[src/hw/pac_pkg.sv]
// Functional notes
// a new sample is taken at every rising sample clock edge.
// each result appears five clock cycles after its sample, one per cycle.
// shutdown low, enable low: convert and drive data and overflow outputs.
// shutdown low, enable high: keep converting, outputs high impedance.
// shutdown high, enable low: nap, outputs high impedance.
// both high: sleep, stop converting, outputs high impedance.
// four-level format pin picks output format and clock stabilizer.
// overflow flag high for out-of-range results, aligned with the word.
// ten-bit parallel word, highest-numbered bit is the most significant.
// two's complement equals offset binary with the top bit inverted.
// capture logic discards first five words after leaving nap or sleep; pac_cap discards none and passes every word through while oe is high.
`default_nettype none
package pac_pkg;
  // ==========================================================
  // widths and timing
  localparam int CODE_W = 10;
  localparam int LATENCY = 5;
  localparam int CODE_MSB = CODE_W - 1;
  // format pin levels, two-bit encoding of the four input levels
  localparam logic [1:0] FMT_GND = 2'h0;
  localparam logic [1:0] FMT_THIRD = 2'h1;
  localparam logic [1:0] FMT_TWO_THIRDS = 2'h2;
  localparam logic [1:0] FMT_SUPPLY = 2'h3;
  // reset values
  localparam logic [CODE_W-1:0] CODE_RST = 10'h000;
  localparam logic [2:0] SYNC_RST = 3'h0;

  typedef enum logic [1:0] {
    PAC_NORMAL, PAC_HIZ, PAC_NAP, PAC_SLEEP
  } pac_mode_t;
endpackage : pac_pkg
`default_nettype wire

[src/hw/pac_sync.sv]
`default_nettype none
// three-stage input synchroniser; output changes once stages two and three agree
module pac_sync (
  input wire logic clk, // sample clock
  input wire logic rstn, // async reset, active low
  input wire logic din, // asynchronous level
  output logic dout // filtered level
);
  typedef struct packed {
    logic [2:0] sr;
    logic q;
  } pac_sync_state_t;
  pac_sync_state_t st, next_st;

  // shift and agree
  always_comb begin
    next_st = st;
    next_st.sr = {st.sr[1:0], din};
    if (st.sr[1] == st.sr[2]) begin
      next_st.q = st.sr[2];
    end
  end

  // state register
  always_ff @(posedge clk or negedge rstn) begin
    if (!rstn) begin
      st <= '0;
    end else begin
      st <= next_st;
    end
  end

  assign dout = st.q;
endmodule : pac_sync
`default_nettype wire

[src/hw/pac_top.sv]
`default_nettype none
// digital output side of a pipelined converter
module pac_top (
  input wire logic CLK, // sample clock, 100 MHz
  input wire logic RSTN, // async reset, active low
  input wire logic [9:0] RAW_CODE, // quantiser result, offset binary
  input wire logic RAW_OVER, // quantiser out-of-range indication
  input wire logic POWER_DOWN_SELECT, // shutdown select pin
  input wire logic OUTPUT_ENABLE_N, // output enable pin, active low
  input wire logic [1:0] FORMAT_LEVEL, // four-level format pin, decoded
  output logic [9:0] SAMPLE_CODE_BITS, // result word
  output logic [9:0] SAMPLE_CODE_BITS_OE, // drive enables, high = drive
  output logic RANGE_OVERFLOW_FLAG, // overflow aligned with word
  output logic RANGE_OVERFLOW_FLAG_OE, // drive enable for flag
  output logic STABILIZER_ON, // duty-cycle stabilizer enable
  output logic CONVERTING // pipeline running
);
  // ==========================================================
  // pin synchronisers
  logic pd_s, oe_n_s;
  logic [1:0] fmt_s;
  logic [3:0] pin_in, pin_out;
  assign pin_in = {FORMAT_LEVEL, OUTPUT_ENABLE_N, POWER_DOWN_SELECT};
  genvar gi;
  generate
    for (gi = 0; gi < 4; gi++) begin : g_sync
      pac_sync u_sync (
        .clk(CLK),
        .rstn(RSTN),
        .din(pin_in[gi]),
        .dout(pin_out[gi])
      );
    end
  endgenerate
  assign pd_s = pin_out[0];
  assign oe_n_s = pin_out[1];
  assign fmt_s = pin_out[3:2];

  // ==========================================================
  // state
  typedef struct packed {
    logic [pac_pkg::LATENCY-1:0][pac_pkg::CODE_W-1:0] code;
    logic [pac_pkg::LATENCY-1:0] over;
    pac_pkg::pac_mode_t mode;
    logic [pac_pkg::CODE_W-1:0] out_code;
    logic out_over;
    logic drive;
    logic stab;
    logic run;
  } pac_state_t;
  pac_state_t st, next_st;

  logic twos;

  // next-state logic
  always_comb begin
    next_st = st;
    // mode decode from shutdown select and output enable
    case ({pd_s, oe_n_s})
      // normal drive
      2'b00: begin
        next_st.mode = pac_pkg::PAC_NORMAL;
      end
      // convert, hi-z
      2'b01: begin
        next_st.mode = pac_pkg::PAC_HIZ;
      end
      // nap hi-z
      2'b10: begin
        next_st.mode = pac_pkg::PAC_NAP;
      end
      // sleep stop
      2'b11: begin
        next_st.mode = pac_pkg::PAC_SLEEP;
      end
      default: begin
        next_st.mode = pac_pkg::PAC_SLEEP;
      end
    endcase
    // format and stabilizer
    twos = 1'b0;
    next_st.stab = 1'b0;
    case (fmt_s)
      pac_pkg::FMT_GND: begin
        twos = 1'b0;
        next_st.stab = 1'b0;
      end
      pac_pkg::FMT_THIRD: begin
        twos = 1'b0;
        next_st.stab = 1'b1;
      end
      pac_pkg::FMT_TWO_THIRDS: begin
        twos = 1'b1;
        next_st.stab = 1'b1;
      end
      pac_pkg::FMT_SUPPLY: begin
        twos = 1'b1;
        next_st.stab = 1'b0;
      end
      default: begin
        twos = 1'b0;
        next_st.stab = 1'b0;
      end
    endcase
    // pipeline runs outside nap and sleep
    next_st.run = (st.mode == pac_pkg::PAC_NORMAL) ||
                  (st.mode == pac_pkg::PAC_HIZ);
    if (st.run) begin
      // sample per edge
      next_st.code[0] = RAW_CODE;
      next_st.over[0] = RAW_OVER;
      // stages one to four: a sample taken at edge n sits in stage
      // four after edge n+4, so the output stage shows it after n+5
      for (int i = 1; i < pac_pkg::LATENCY; i++) begin
        next_st.code[i] = st.code[i-1];
        next_st.over[i] = st.over[i-1];
      end
      // fifth-cycle output
      // msb inverted
      next_st.out_code = st.code[pac_pkg::LATENCY-1] ^
        {twos, {(pac_pkg::CODE_W-1){1'b0}}};
      // aligned overflow
      next_st.out_over = st.over[pac_pkg::LATENCY-1];
    end
    // drive only in normal mode
    next_st.drive = (st.mode == pac_pkg::PAC_NORMAL);
  end

  // state register
  always_ff @(posedge CLK or negedge RSTN) begin
    if (!RSTN) begin
      st <= '0;
      st.mode <= pac_pkg::PAC_SLEEP;
    end else begin
      st <= next_st;
    end
  end

  // msb on bit 9
  assign SAMPLE_CODE_BITS = st.out_code;
  assign SAMPLE_CODE_BITS_OE = {pac_pkg::CODE_W{st.drive}};
  assign RANGE_OVERFLOW_FLAG = st.out_over;
  assign RANGE_OVERFLOW_FLAG_OE = st.drive;
  assign STABILIZER_ON = st.stab;
  assign CONVERTING = st.run;
endmodule : pac_top
`default_nettype wire

[config.mk]
export PLATFORM = sky130hd
export DESIGN_NAME = pac_top
export DESIGN_NICKNAME = d
export VERILOG_FILES = /design/src/hw/pac_pkg.sv /design/src/hw/pac_sync.sv /design/src/hw/pac_top.sv
export SDC_FILE = /design/constraint.sdc
export NUM_CORES = 1
export LEC_CHECK = 0
export BUFFER_PORTS_ARGS = -buffer_cell sky130_fd_sc_hd__buf_2
export CAP_MARGIN = 25
export CELL_PAD_IN_SITES_DETAIL_PLACEMENT = 0
export CELL_PAD_IN_SITES_GLOBAL_PLACEMENT = 1
export CORE_MARGIN = 2
export CORE_UTILIZATION = 45
export CTS_CLUSTER_SIZE = 16
export DETAILED_ROUTE_END_ITERATION = 12
export GPL_TIMING_DRIVEN = 0
export PLACE_DENSITY_LB_ADDON = 0.1
export SLEW_MARGIN = 20
export SYNTH_ARGS = -nofsm -noshare
export SYNTH_HDL_FRONTEND = slang
export SYNTH_HIERARCHICAL = 1
export SYNTH_SLANG_ARGS = --single-unit
[constraint.sdc]
create_clock -name CLK -period 2.5 [get_ports CLK]
set_input_delay 0.5 -clock CLK [delete_from_list [all_inputs] [get_ports CLK]]
set_output_delay 0.5 -clock CLK [all_outputs]
set_load 0.1 [all_outputs]
Word level (Yosys, flattened, before mapping)
Cells that the tools add are included.
Widths: inputs -> output; s select.
{ "totals": {"input_bits": 17, "reg_bits": 87, "out_inout_bits": 24, "wordCells": 43} }
{ "classes": {"bitwise": 1, "reduce_logical": 8, "mux": 3, "eq_ne": 11} }
{ "ops": {"columns": ["operator", "n"], "rows": [
  ["$xor 10x10->10", 1],
  ["$eq 2x2->1 const B", 4],
  ["$pmux 2 s4", 1],
  ["$reduce_or 2->1", 4],
  ["$eq 2x1->1 const B", 3],
  ["$logic_not 2->1", 3],
  ["$eq 1x1->1", 4],
  ["$pmux 1 s2", 2],
  ["$logic_or 1x1->1", 1]
]} }

Depth between registers and ports, before layout
Gate-level depths: netlist of run 1.
{ "logic_depth": {"depth_word": 4, "ltp_mapped": 4, "ltp_nobuf": 4} }

Modules after synthesis
The synthesis of run 1 kept the hierarchy.
{ "modules_own_cells": {"columns": ["mod", "instances", "cells_per_inst", "area_each_um2"], "rows": [
  ["pac_top", 1, 175, 2900.3],
  ["pac_sync", 4, 5, 111.4]
]} }

Worst setup path before layout of run 1
No wires, ideal clock.
{ "synth_path": {"path_type": "reg-to-output", "from": "register st (netlist bit RANGE_OVERFLOW_FLAG_OE)", "to": "output port SAMPLE_CODE_BITS_OE[0]", "arrival_time_ns": 1.473, "setup_slack_ns": 0.527, "required_time_ns": 2.000, "path_stages_with_launch": 2, "path_cell_list": "dfrtp_1 -> buf_4"} }
{ "synth_lines": {"columns": ["item", "line", "text"], "rows": [
  ["start, declared", "pac_top.sv:51", "pac_state_t st, next_st;"],
  ["start signal, assigned", "pac_top.sv:135", "st <= next_st;"],
  ["end, declared", "pac_top.sv:12", "output logic [9:0] SAMPLE_CODE_BITS_OE,"]
]} }
No word-level cell between the ends.

Final worst setup path of run 1
{ "layout_path": {"from": "register st (netlist bit RANGE_OVERFLOW_FLAG_OE)", "to": "output port SAMPLE_CODE_BITS_OE[5]"} }
No word-level cell between the ends.

==> reports/qor.csv, run 1 <==
metric,value,unit
start_util,46.38,%
dp_hpwl,3.094,mm
cts_buffer_depth,2,
ir_drop,399.9,uV
gr-total-overflow,0,
cp-start-kind,flip-flop,
critical_path.cell_chain,"buf_4, buf_2",
die_y,90.23,um
cp_max_fo,11,
drt.antenna.violating_nets,0,
yosys.area.top_type,dfrtp_1,
num_antenna_cells,0,
rr_worst_depth,3,
period_needed,1921,ps
slowest_stage,dfrtp_1,
finClkSkew,10.66,ps
nets,266,
drive_above_1_share,60.32,%
core_area,0.007214,sq mm
final_util,54.01,%
p_leak,0.001862,uW
timing.rr.start,g_sync[2].u_sync/dout$_DFFE_PN0N_,
rsz0062_at_grt,no,
synth_area_leaders,"dfrtp_1, mux2_4, mux2_2",
cts_setup_buffers,0,
crit_required,2000,ps
max_cap_violations,0,
synth_top_area_share,63.58,%
synth.avg_cell_area,17.16,sq um
synth_area,0.003346,sq mm
slew_headroom,62.83,%
die_w,90.23,um
crit_end,SAMPLE_CODE_BITS_OE[5],
clk_latency,340,ps
grt_pass1_vias,1563,
slew_viol_final,0,
crit_path_end_kind,output port,
gp_congestion,0.6398,
initialDrtViolationCount,53,
gr-usage-all-layers,12.38,%
cts_resized,0,
path_clk_slew,80,ps
area_growth,16.45,%
holdBufCountCts,0,
final-hold-violation-count,0,
cp-startpoint,RANGE_OVERFLOW_FLAG_OE$_DFF_PN0_,
rows,31,
cts_made_buffers,9,
critPathKind,reg -> out,
r2r_setup_slack,1190,ps
route.detailed.drc,0,
r2r-end,SAMPLE_CODE_BITS[9]$_DFFE_PN0P_,
grt_pass1_wl,7.721,mm
hold_path_class,in -> async,
period_share,76.85,%
die_area,0.008141,sq mm
grt_max_degree,45,
yosysSeqAreaShare,65.15,%
num_vias,1550,
synth-seq-cells,87,
ios,41,
cts_tree,done,
port_buffers,40,
wire_per_inst,12.97,um
setup_viol,0,
tightest_slew,557.5,ps
routed_wl,4.552,mm
outcome,"finished, final reports clean",
cts_sinks,87,
synth_nets,214,
yosys_warnings,6,
synth_cell_types,16,
crit_arrival,1420,ps
clock-root-buffer,clkbuf_8,
fin_tns_setup,0,ps
max_freq,0.5205,GHz
drtPass1Iterations,3,
syn_inst,195,
viasPerCell,4.416,
power_density,1213,mW/mm^2
slowest_delay,520,ps
ctsHtreeMaxLevel,3,
antenna_found_initial,0,
-- layer usage --
| metal | vias up | wire length, um | track usage [%] |
|---|---|---|---|
| li1 | 744 | - | - |
| met1 | 777 | 2233 | 16.74 |
| met4 | 0 | 61 | 5.385 |
| met2 | 23 | 2076 | 18.36 |
| met3 | 6 | 180 | 4.107 |
| met5 | - | 0 | 0 |
-- stage by stage --
step                cell area [sq um]  std cells  hold slack (ps)  setup slack [ps]  power [uW]
detailed placement               3700        335            337.1             931.7        3823
global placement                 3670        334            333.0             175.0        3783
CTS                              3896        351            148.1             548.1        4799
floorplan                        3346        195            204.4             526.6        3552
finish                           3896        351            137.9             578.9        4727
global route                     3896        351            170.0             487.1        4970
-- registers in the layout (all words and copies together) (netlist names) --
signal                  cells
g_sync.u_sync/dout          4
RANGE_OVERFLOW_FLAG_OE      1
g_sync.u_sync/next_st       8
RANGE_OVERFLOW_FLAG         1
CONVERTING                  1
STABILIZER_ON               1
g_sync.u_sync/st            4
SAMPLE_CODE_BITS           10
st                         57
-- report_power, final --
| group | internal, uW | total, uW | switching [uW] |
|---|---|---|---|
| Sequential | 1820 | 2040 | 214 |
| Combinational | 650 | 1730 | 1080 |
| Clock | 519 | 959 | 440 |
-- cells in the mapped netlist, drive strengths merged --
cell	number
dfstp	2
inv	3
maj3	4
or3	1
nor2b	1
dfrtp	85
mux2	65
clkbuf	2
a31o	1
buf	27
o21ai	1
nor2	1
ha	2
-- worst min-delay path by stage --
stage	end	slack (ps)	depth (start not counted)
floorplan	CONVERTING$_DFF_PN0_	200	0
global route	SAMPLE_CODE_BITS[6]$_DFFE_PN0P_	170	1
finish	SAMPLE_CODE_BITS[6]$_DFFE_PN0P_	140	1
detailed placement	g_sync[1].u_sync/next_st[3]$_DFF_PN0_	340	0
CTS	SAMPLE_CODE_BITS[6]$_DFFE_PN0P_	150	1
global placement	g_sync[2].u_sync/next_st[3]$_DFF_PN0_	330	0
-- placed cells by master (no fill, tap or decap), drive strengths merged --
cell type  Yosys  layout
a31o           1       1
buf           27      68
bufinv         0       1
clkbuf         2      17
dfrtp         85      85
dfstp          2       2
ha             2       2
inv            3       3
maj3           4       4
mux2          65      65
nor2           1       1
nor2b          1       1
o21ai          1       1
or3            1       1
-- logic make-up (layout without fill, tap and decap cells) --
family / after synthesis / in the layout / synth area share [%]
AOI/OAI and AO/OA: 2 / 2 / 0.4113
muxes: 65 / 65 / 25.13
adders and majority gates: 6 / 6 / 2.094
DFF: 87 / 87 / 65.15
and+or+nand+nor: 3 / 3 / 0.4863
buffers and inverters: 32 / 89 / 6.731
-- area by class of cell --
class                      count  area, sq um
fill                         634         3318
sequential                    87         2180
multi-input combinational     76        940.9
timing repair buffer          41        230.2
buffer                        29        214.0
clock buffer                  15        166.4
tap                           99        123.9
clock inverter                 1        30.03
inverter                       3        11.26
-- critical path, delay by kind of cell (launching register included) --
family / cells / cell delay (ps)
buffers and inverters: 2 / 570
flip-flops: 1 / 520
No activity file was read; power rests on OpenSTA's default activity.
==> run 2, diff against run 1 <==
--- a/config.mk
+++ b/config.mk
@@ -10,7 +10,7 @@
 export CELL_PAD_IN_SITES_DETAIL_PLACEMENT = 0
 export CELL_PAD_IN_SITES_GLOBAL_PLACEMENT = 1
 export CORE_MARGIN = 2
-export CORE_UTILIZATION = 45
+export CORE_UTILIZATION = 43
 export CTS_CLUSTER_SIZE = 16
 export DETAILED_ROUTE_END_ITERATION = 12
 export GPL_TIMING_DRIVEN = 0
==> constraint.sdc (replaced) <==
create_clock -name CLK -period 1.67 [get_ports CLK]
set_input_delay 0.334 -clock CLK [delete_from_list [all_inputs] [get_ports CLK]]
set_output_delay 0.334 -clock CLK [all_outputs]
set_load 0.1 [all_outputs]
==> run 2 against run 1 <==
Via count up 0.77%. Hold slack worse by 120 ps. Power increased by 47%. Combinational power rose by 51%. Non-clock buffer count stayed put. Sequential share of layout area about the same. Sequential cell count stayed put. Global-route usage rose by 0.56 points. Utilization shrank 3.0 points. Die area is 4.4% higher. Sequential power is 50% higher. Worst setup slack got worse by 500 ps. Critical path type unchanged.
==> reports/qor.csv, run 2 (same netlist as run 1, synthesis figures left out) <==
metric,value,unit,change
die_w,92.21,um,+2.2%
setup_ws,79.26,ps,-499.6 ps
ir_drop,734.7,uV,+84%
wire_per_inst,13.05,um,+0.59%
drt-met1-wl,2.257,mm,+1.1%
core_area,0.007647,sq mm,+6.0%
viasPerCell,4.412,,about the same
p_leak,0.001841,uW,-1.1%
die_area,0.008503,sq mm,+4.4%
port_buffers,40,,unchanged
layout_common_cells,"dfrtp_1, mux2_2, buf_4, buf_2, mux2_4",,
antenna_found_initial,0,,unchanged
die_y,92.21,um,+2.2%
power_density,1781,mW/mm^2,+47%
drtPass1Iterations,4,,+1
grt_pass1_wl,8.390,mm,+8.7%
top_layer,met4,,
critPathKind,reg -> out,,
fillers,657,,+3.6%
gp_congestion,0.6599,,+3.1%
final-hold-violation-count,0,,unchanged
place_inst,338,,+0.90%
finalNonFillerCells,354,,+0.85%
cts_sinks,87,,unchanged
grt_max_degree,55,,+22%
area_growth,16.57,%,about the same
route.detailed.drc,0,,unchanged
max_cap_violations,0,,unchanged
grt_pass1_vias,1637,,+4.7%
slowest_delay,460,ps,-60 ps
slowest_stage,dfrtp_2,,
finClkSkew,10.13,ps,-0.5351 ps
max_freq,0.6286,GHz,
crit_arrival,1260,ps,-160 ps
final_common_cell,dfrtp_1,,
largest_register_ffs,57,,unchanged
routed_wl,4.618,mm,+1.4%
setup_viol,0,,unchanged
cts_buffer_depth,2,,unchanged
path_clk_slew,80,ps,about the same
hold_path_class,in -> async,,
wl_met2,2.082,mm,+0.29%
period_needed,1591,ps,
slew_headroom,55.46,%,-7.4 points
num_vias,1562,,+0.77%
drive_above_1_share,61.90,%,+1.6 points
timing.rr.start,g_sync[2].u_sync/dout$_DFFE_PN0N_,,
critical_path.cell_chain,buf_2,,
tightest_slew,668.2,ps,+110.6 ps
start_util,43.75,%,-2.6 points
rr_worst_depth,3,,unchanged
crit_required,1340,ps,-660 ps
outcome,"finished, final reports clean",,
worst-path-buf-inv,1,,-1
cts_tree,done,,
gr-total-overflow,0,,unchanged
route.met3.wl,207,um,+15%
finalPower,6945,uW,+47%
period_share,95.25,%,
clock-root-buffer,clkbuf_8,,
dp_hpwl,3.070,mm,-0.77%
initialDrtViolationCount,36,,-32%
clk_latency,350,ps,about the same
cts_made_buffers,9,,unchanged
fin_tns_setup,0,ps,unchanged
drt.antenna.violating_nets,0,,unchanged
nets,266,,unchanged
ios,41,,unchanged
num_antenna_cells,0,,unchanged
dp_worst_setup_slack,353.4,ps,-578.3 ps
cp-start-kind,flip-flop,,
rsz0062_at_grt,no,,
cp_max_fo,11,,unchanged
r2r_setup_slack,350,ps,-840 ps
ctsHtreeMaxLevel,3,,unchanged
crit_path_end_kind,output port,,
critical_path.top_delay_family,flip-flops,,
r2r-end,SAMPLE_CODE_BITS[9]$_DFFE_PN0P_,,
gr-usage-all-layers,12.94,%,+0.56 points
largest_register,st,,
rows,32,,+3.2%
slew_viol_final,0,,unchanged
-- run 2: cell count changes in the layout (fill, tap and decap cells not counted) --
cell | previous run | this run
clkbuf_8 | 11 | 10
clkinvlp_4 | 0 | 3
buf_16 | 1 | 0
buf_2 | 42 | 32
dfrtp_2 | 0 | 2
bufinv_16 | 1 | 0
buf_4 | 22 | 32
dfrtp_1 | 85 | 83
clkbuf_1 | 6 | 4
clkinv_4 | 0 | 1
buf_12 | 0 | 1
-- run 2: power breakdown --
part	leakage (uW)	switching, uW	total [uW]	internal, uW
clock	0.0000788	704	1290	585
combinational	0.000752	1620	2610	986
sequential	0.00101	321	3050	2730
total	0.00184	2650	6940	4300
-- run 2: worst max-delay path by stage --
stage / from / end / slack (ps) / cells past startpoint
6_report: RANGE_OVERFLOW_FLAG_OE$_DFF_PN0_ / RANGE_OVERFLOW_FLAG_OE / 80 / 1
2_1_floorplan: CONVERTING$_DFF_PN0_ / st[41]$_DFFE_PN0P_ / 130 / 3
3_5_place_dp: RANGE_OVERFLOW_FLAG_OE$_DFF_PN0_ / SAMPLE_CODE_BITS_OE[7] / 350 / 2
4_1_cts: RANGE_OVERFLOW_FLAG_OE$_DFF_PN0_ / RANGE_OVERFLOW_FLAG_OE / 50 / 1
5_1_grt: RANGE_OVERFLOW_FLAG_OE$_DFF_PN0_ / RANGE_OVERFLOW_FLAG_OE / 10 / 1
3_3_place_gp: RSTN / CONVERTING$_DFF_PN0_ / -650 / 1
-- run 2: area by class of cell --
class                      instances  area (sq um)  share of cell area, %
tap                              102         127.6                  3.272
sequential                        87          2182                  55.95
multi-input combinational         76         940.9                  24.13
timing repair buffer              41         247.7                  6.352
inverter                           3         11.26                 0.2887
buffer                            29         214.0                  5.486
clock inverter                     4         31.28                 0.8021
clock buffer                      12         145.1                  3.722
-- run 2: metrics by stage --
step | hold WS, ps | instance area, sq um | utilization, %
2_1_floorplan | 38.41 | 3348 | -
3_3_place_gp | 339.3 | 3676 | 48.07
3_5_place_dp | 336.3 | 3699 | 48.36
4_1_cts | 33.62 | 3900 | 51.00
5_1_grt | 57.03 | 3900 | 51.00
6_report | 18.44 | 3900 | 51.00
-- run 2: worst reg2reg max path, cell delays in order (launching register included) --
cell and delay, ps:
dfrtp_1 420, ha_1 210, or3_1 360, a31o_2 230
-- run 2: routing by layer --
layer  global-route usage (%)  vias to the layer above
met4                    4.851                        0
met2                    19.00                       32
li1                         -                      745
met1                    17.79                      776
met3                    4.601                        9
met5                        0                        -
-- run 2: repair_timing --
action                     in CTS  in global routing
hold buffers                    0                  0
setup buffers                   0                  0
resized for setup              10                  0
setup endpoints to repair      10                  0
==> run 3, diff against run 2 <==
==> config.mk (replaced) <==
export PLATFORM = sky130hd
export DESIGN_NAME = pac_top
export DESIGN_NICKNAME = d
export VERILOG_FILES = /design/src/hw/pac_pkg.sv /design/src/hw/pac_sync.sv /design/src/hw/pac_top.sv
export SDC_FILE = /design/constraint.sdc
export NUM_CORES = 1
export LEC_CHECK = 0
export CAP_MARGIN = 25
export CORE_MARGIN = 2
export CORE_UTILIZATION = 45
export CTS_CLUSTER_SIZE = 16
export DETAILED_ROUTE_END_ITERATION = 12
export DONT_BUFFER_PORTS = 1
export GPL_ROUTABILITY_DRIVEN = 0
export GPL_TIMING_DRIVEN = 0
export SLEW_MARGIN = 20
export SYNTH_ARGS = -nofsm -noshare
export SYNTH_HDL_FRONTEND = slang
export SYNTH_HIERARCHICAL = 1
export SYNTH_SLANG_ARGS = --single-unit
==> run 3 against run 2 <==
The flow now finishes with violations (negative hold slack, negative setup slack). First-iteration DRC count grew 75%. Largest power group unchanged. Via count shrank 7.0%. Maximum frequency shrank 6.7%. Largest cell class unchanged.
==> reports/qor.csv, run 3 (same netlist as run 1, synthesis figures left out) <==
metric,value,unit,change
outcome,finished with violations,,
violations,"negative hold slack, negative setup slack",,
die_w,90.23,um,-2.2%
slew_viol_final,0,,unchanged
ir_drop,849.6,uV,+16%
ctsHtreeMaxLevel,3,,unchanged
holdBufCountCts,4,,+4
ff_latch_area,0.002187,sq mm,+0.23%
switching_share,37.67,%,-0.45 points
cp-start-kind,flip-flop,,
largest_register_ffs,57,,unchanged
path_clk_slew,80,ps,about the same
cts_sinks,87,,unchanged
final_common_cell,dfrtp_1,,
die_area,0.008141,sq mm,-4.3%
slew_headroom,40.80,%,-15 points
holdWs,-316.2,ps,-334.7 ps
cell_internal_pwr,4299,uW,about the same
start_util,46.38,%,+2.6 points
power_density,1835,mW/mm^2,+3.0%
p_sw,2598,uW,-1.8%
multi_input_area,940.9,sq um,unchanged
wire_per_inst,15.18,um,+16%
setup_ws,-35.63,ps,-114.9 ps
period_needed,1706,ps,+114.9 ps
route.detailed.drc,0,,unchanged
ios,41,,unchanged
grt_pass1_wl,8.059,mm,-3.9%
rr_worst_depth,3,,unchanged
cts_made_buffers,9,,unchanged
critical_path.top_delay_family,flip-flops,,
crit_required,1340,ps,about the same
p_leak,0.001716,uW,-6.8%
initialDrtViolationCount,63,,+75%
routed_wl,4.767,mm,+3.2%
max_freq,0.5863,GHz,-6.7%
nets,230,,-14%
critPathKind,reg -> out,,
rows,31,,-3.1%
timing.rr.start,CONVERTING$_DFF_PN0_,,
worst-path-buf-inv,1,,unchanged
cts_tree,done,,
drt.antenna.violating_nets,0,,unchanged
fin_tns_setup,-336.9,ps,-336.9 ps
grt_max_degree,88,,+60%
finClkSkew,5.906,ps,-4.220 ps
gr-total-overflow,0,,unchanged
final-hold-violation-count,87,,+87
r2r_setup_slack,140,ps,-210 ps
clk_latency,340,ps,about the same
r2r-end,st[48]$_DFFE_PN0P_,,
grt_pass1_vias,1596,,-2.5%
tightest_slew,888.0,ps,+219.8 ps
max_cap_violations,0,,unchanged
viasPerCell,4.624,,+4.8%
combPwrFrac,33.4,%,-4.2 points
port_buffers,0,,-100%
slowest_delay,660,ps,+200 ps
cp_max_fo,8,,-3
setup_viol,10,,+10
clock-root-buffer,clkbuf_8,,
area_growth,12.38,%,
cts_buffer_depth,2,,unchanged
num_vias,1452,,-7.0%
fillers,627,,-4.6%
crit_path_end_kind,output port,,
layout_common_cells,"dfrtp_1, mux2_2, mux2_4",,
p_seq_share,47.0,%,+3.1 points
drtPass1Iterations,4,,unchanged
antenna_found_initial,0,,unchanged
gr-usage-all-layers,12.93,%,about the same
largest_register,st,,
slowest_stage,dfrtp_4,,
dp_hpwl,3.197,mm,+4.2%
die_y,90.23,um,-2.2%
critical_path.cell_chain,buf_4,,
final_util,52.12,%,+1.1 points
drive_above_1_share,53.95,%,-8.0 points
power_frac_clock,19.6,%,+1.1 points
rsz0062_at_grt,yes,,
num_antenna_cells,0,,unchanged
hold_path_class,in -> async,,
crit_arrival,1370,ps,+110 ps
core_area,0.007214,sq mm,-5.7%
period_share,102.1,%,+6.9 points
run 3: cell count changes in the layout (fill, tap and decap cells not counted), moves of 2 or more:
cell | previous run | this run
buf_12 | 1 | 4
buf_2 | 32 | 3
buf_4 | 32 | 17
clkinv_2 | 0 | 4
clkinvlp_4 | 3 | 0
dfrtp_2 | 2 | 0
dfrtp_4 | 0 | 2
dlygate4sd3_1 | 0 | 4
run 3: cell type report:
| type | count | area share (%) |
|---|---|---|
| repair buffers | 5 | 1.464 |
| flip-flops and latches | 87 | 58.17 |
| clock inverters | 5 | 1.331 |
| plain buffers | 29 | 7.022 |
| inverters | 3 | 0.2995 |
| clock buffers | 10 | 3.394 |
| well taps | 99 | 3.295 |
| multi-input cells | 76 | 25.02 |
run 3: power by group through the flow:
stage	combinational (uW)	clock (uW)	sequential, uW
6_report	2300	1350	3240
5_1_grt	2390	1480	3340
4_1_cts	2320	1390	3260
3_5_place_dp	2270	0	3300
3_3_place_gp	2220	0	3250
2_1_floorplan	2160	0	3150
run 3: worst register-to-register path, delay by kind of cell, from the launching register on:
kind,cells,cell delay [ps]
buffers and inverters,2,470
multiplexers,1,310
flip-flops,1,630
run 3: worst max path at each step:
stage	from	end	slack, ps	cells past startpoint
after floorplan	CONVERTING$_DFF_PN0_	st[41]$_DFFE_PN0P_	130	3
after global placement	CONVERTING$_DFF_PN0_	st[66]$_DFFE_PN0P_	40	3
after detailed placement	CONVERTING$_DFF_PN0_	st[44]$_DFFE_PN0P_	20	3
after CTS	RANGE_OVERFLOW_FLAG_OE$_DFF_PN0_	SAMPLE_CODE_BITS_OE[4]	-60	1
after global routing	RANGE_OVERFLOW_FLAG_OE$_DFF_PN0_	SAMPLE_CODE_BITS_OE[6]	-80	2
final	RANGE_OVERFLOW_FLAG_OE$_DFF_PN0_	SAMPLE_CODE_BITS_OE[4]	-40	1
run 3: metrics by stage:
stage                     instances  setup WS (ps)  hold WS [ps]  total power [uW]  instance area [sq um]
after global placement          294          38.37         41.77              5468                   3472
after global routing            314         -82.59        -346.2              7217                   3760
after CTS                       314         -61.71        -335.7              6976                   3757
after detailed placement        294          15.59         41.10              5570                   3472
after floorplan                 195          127.6         38.41              5318                   3348
final                           314         -35.63        -316.2              6897                   3760
run 3: metal layers:
metal,part of all wire (%),vias to the layer above,wire length (um),GRT usage [%]
li1,-,668,-,-
met1,45,751,2160,16.25
met2,50,26,2373,20.36
met3,3.3,7,156,3.437
met4,1.6,0,76,7.308
met5,0,-,0,0
run 3: what timing repair did:
item	4_1_cts	5_1_grt
setup buffers	1	0
cloned	0	0
endpoints found under the setup margin	10	39
hold endpoints to repair	91	87
resized for setup	17	1
pin swaps	0	0
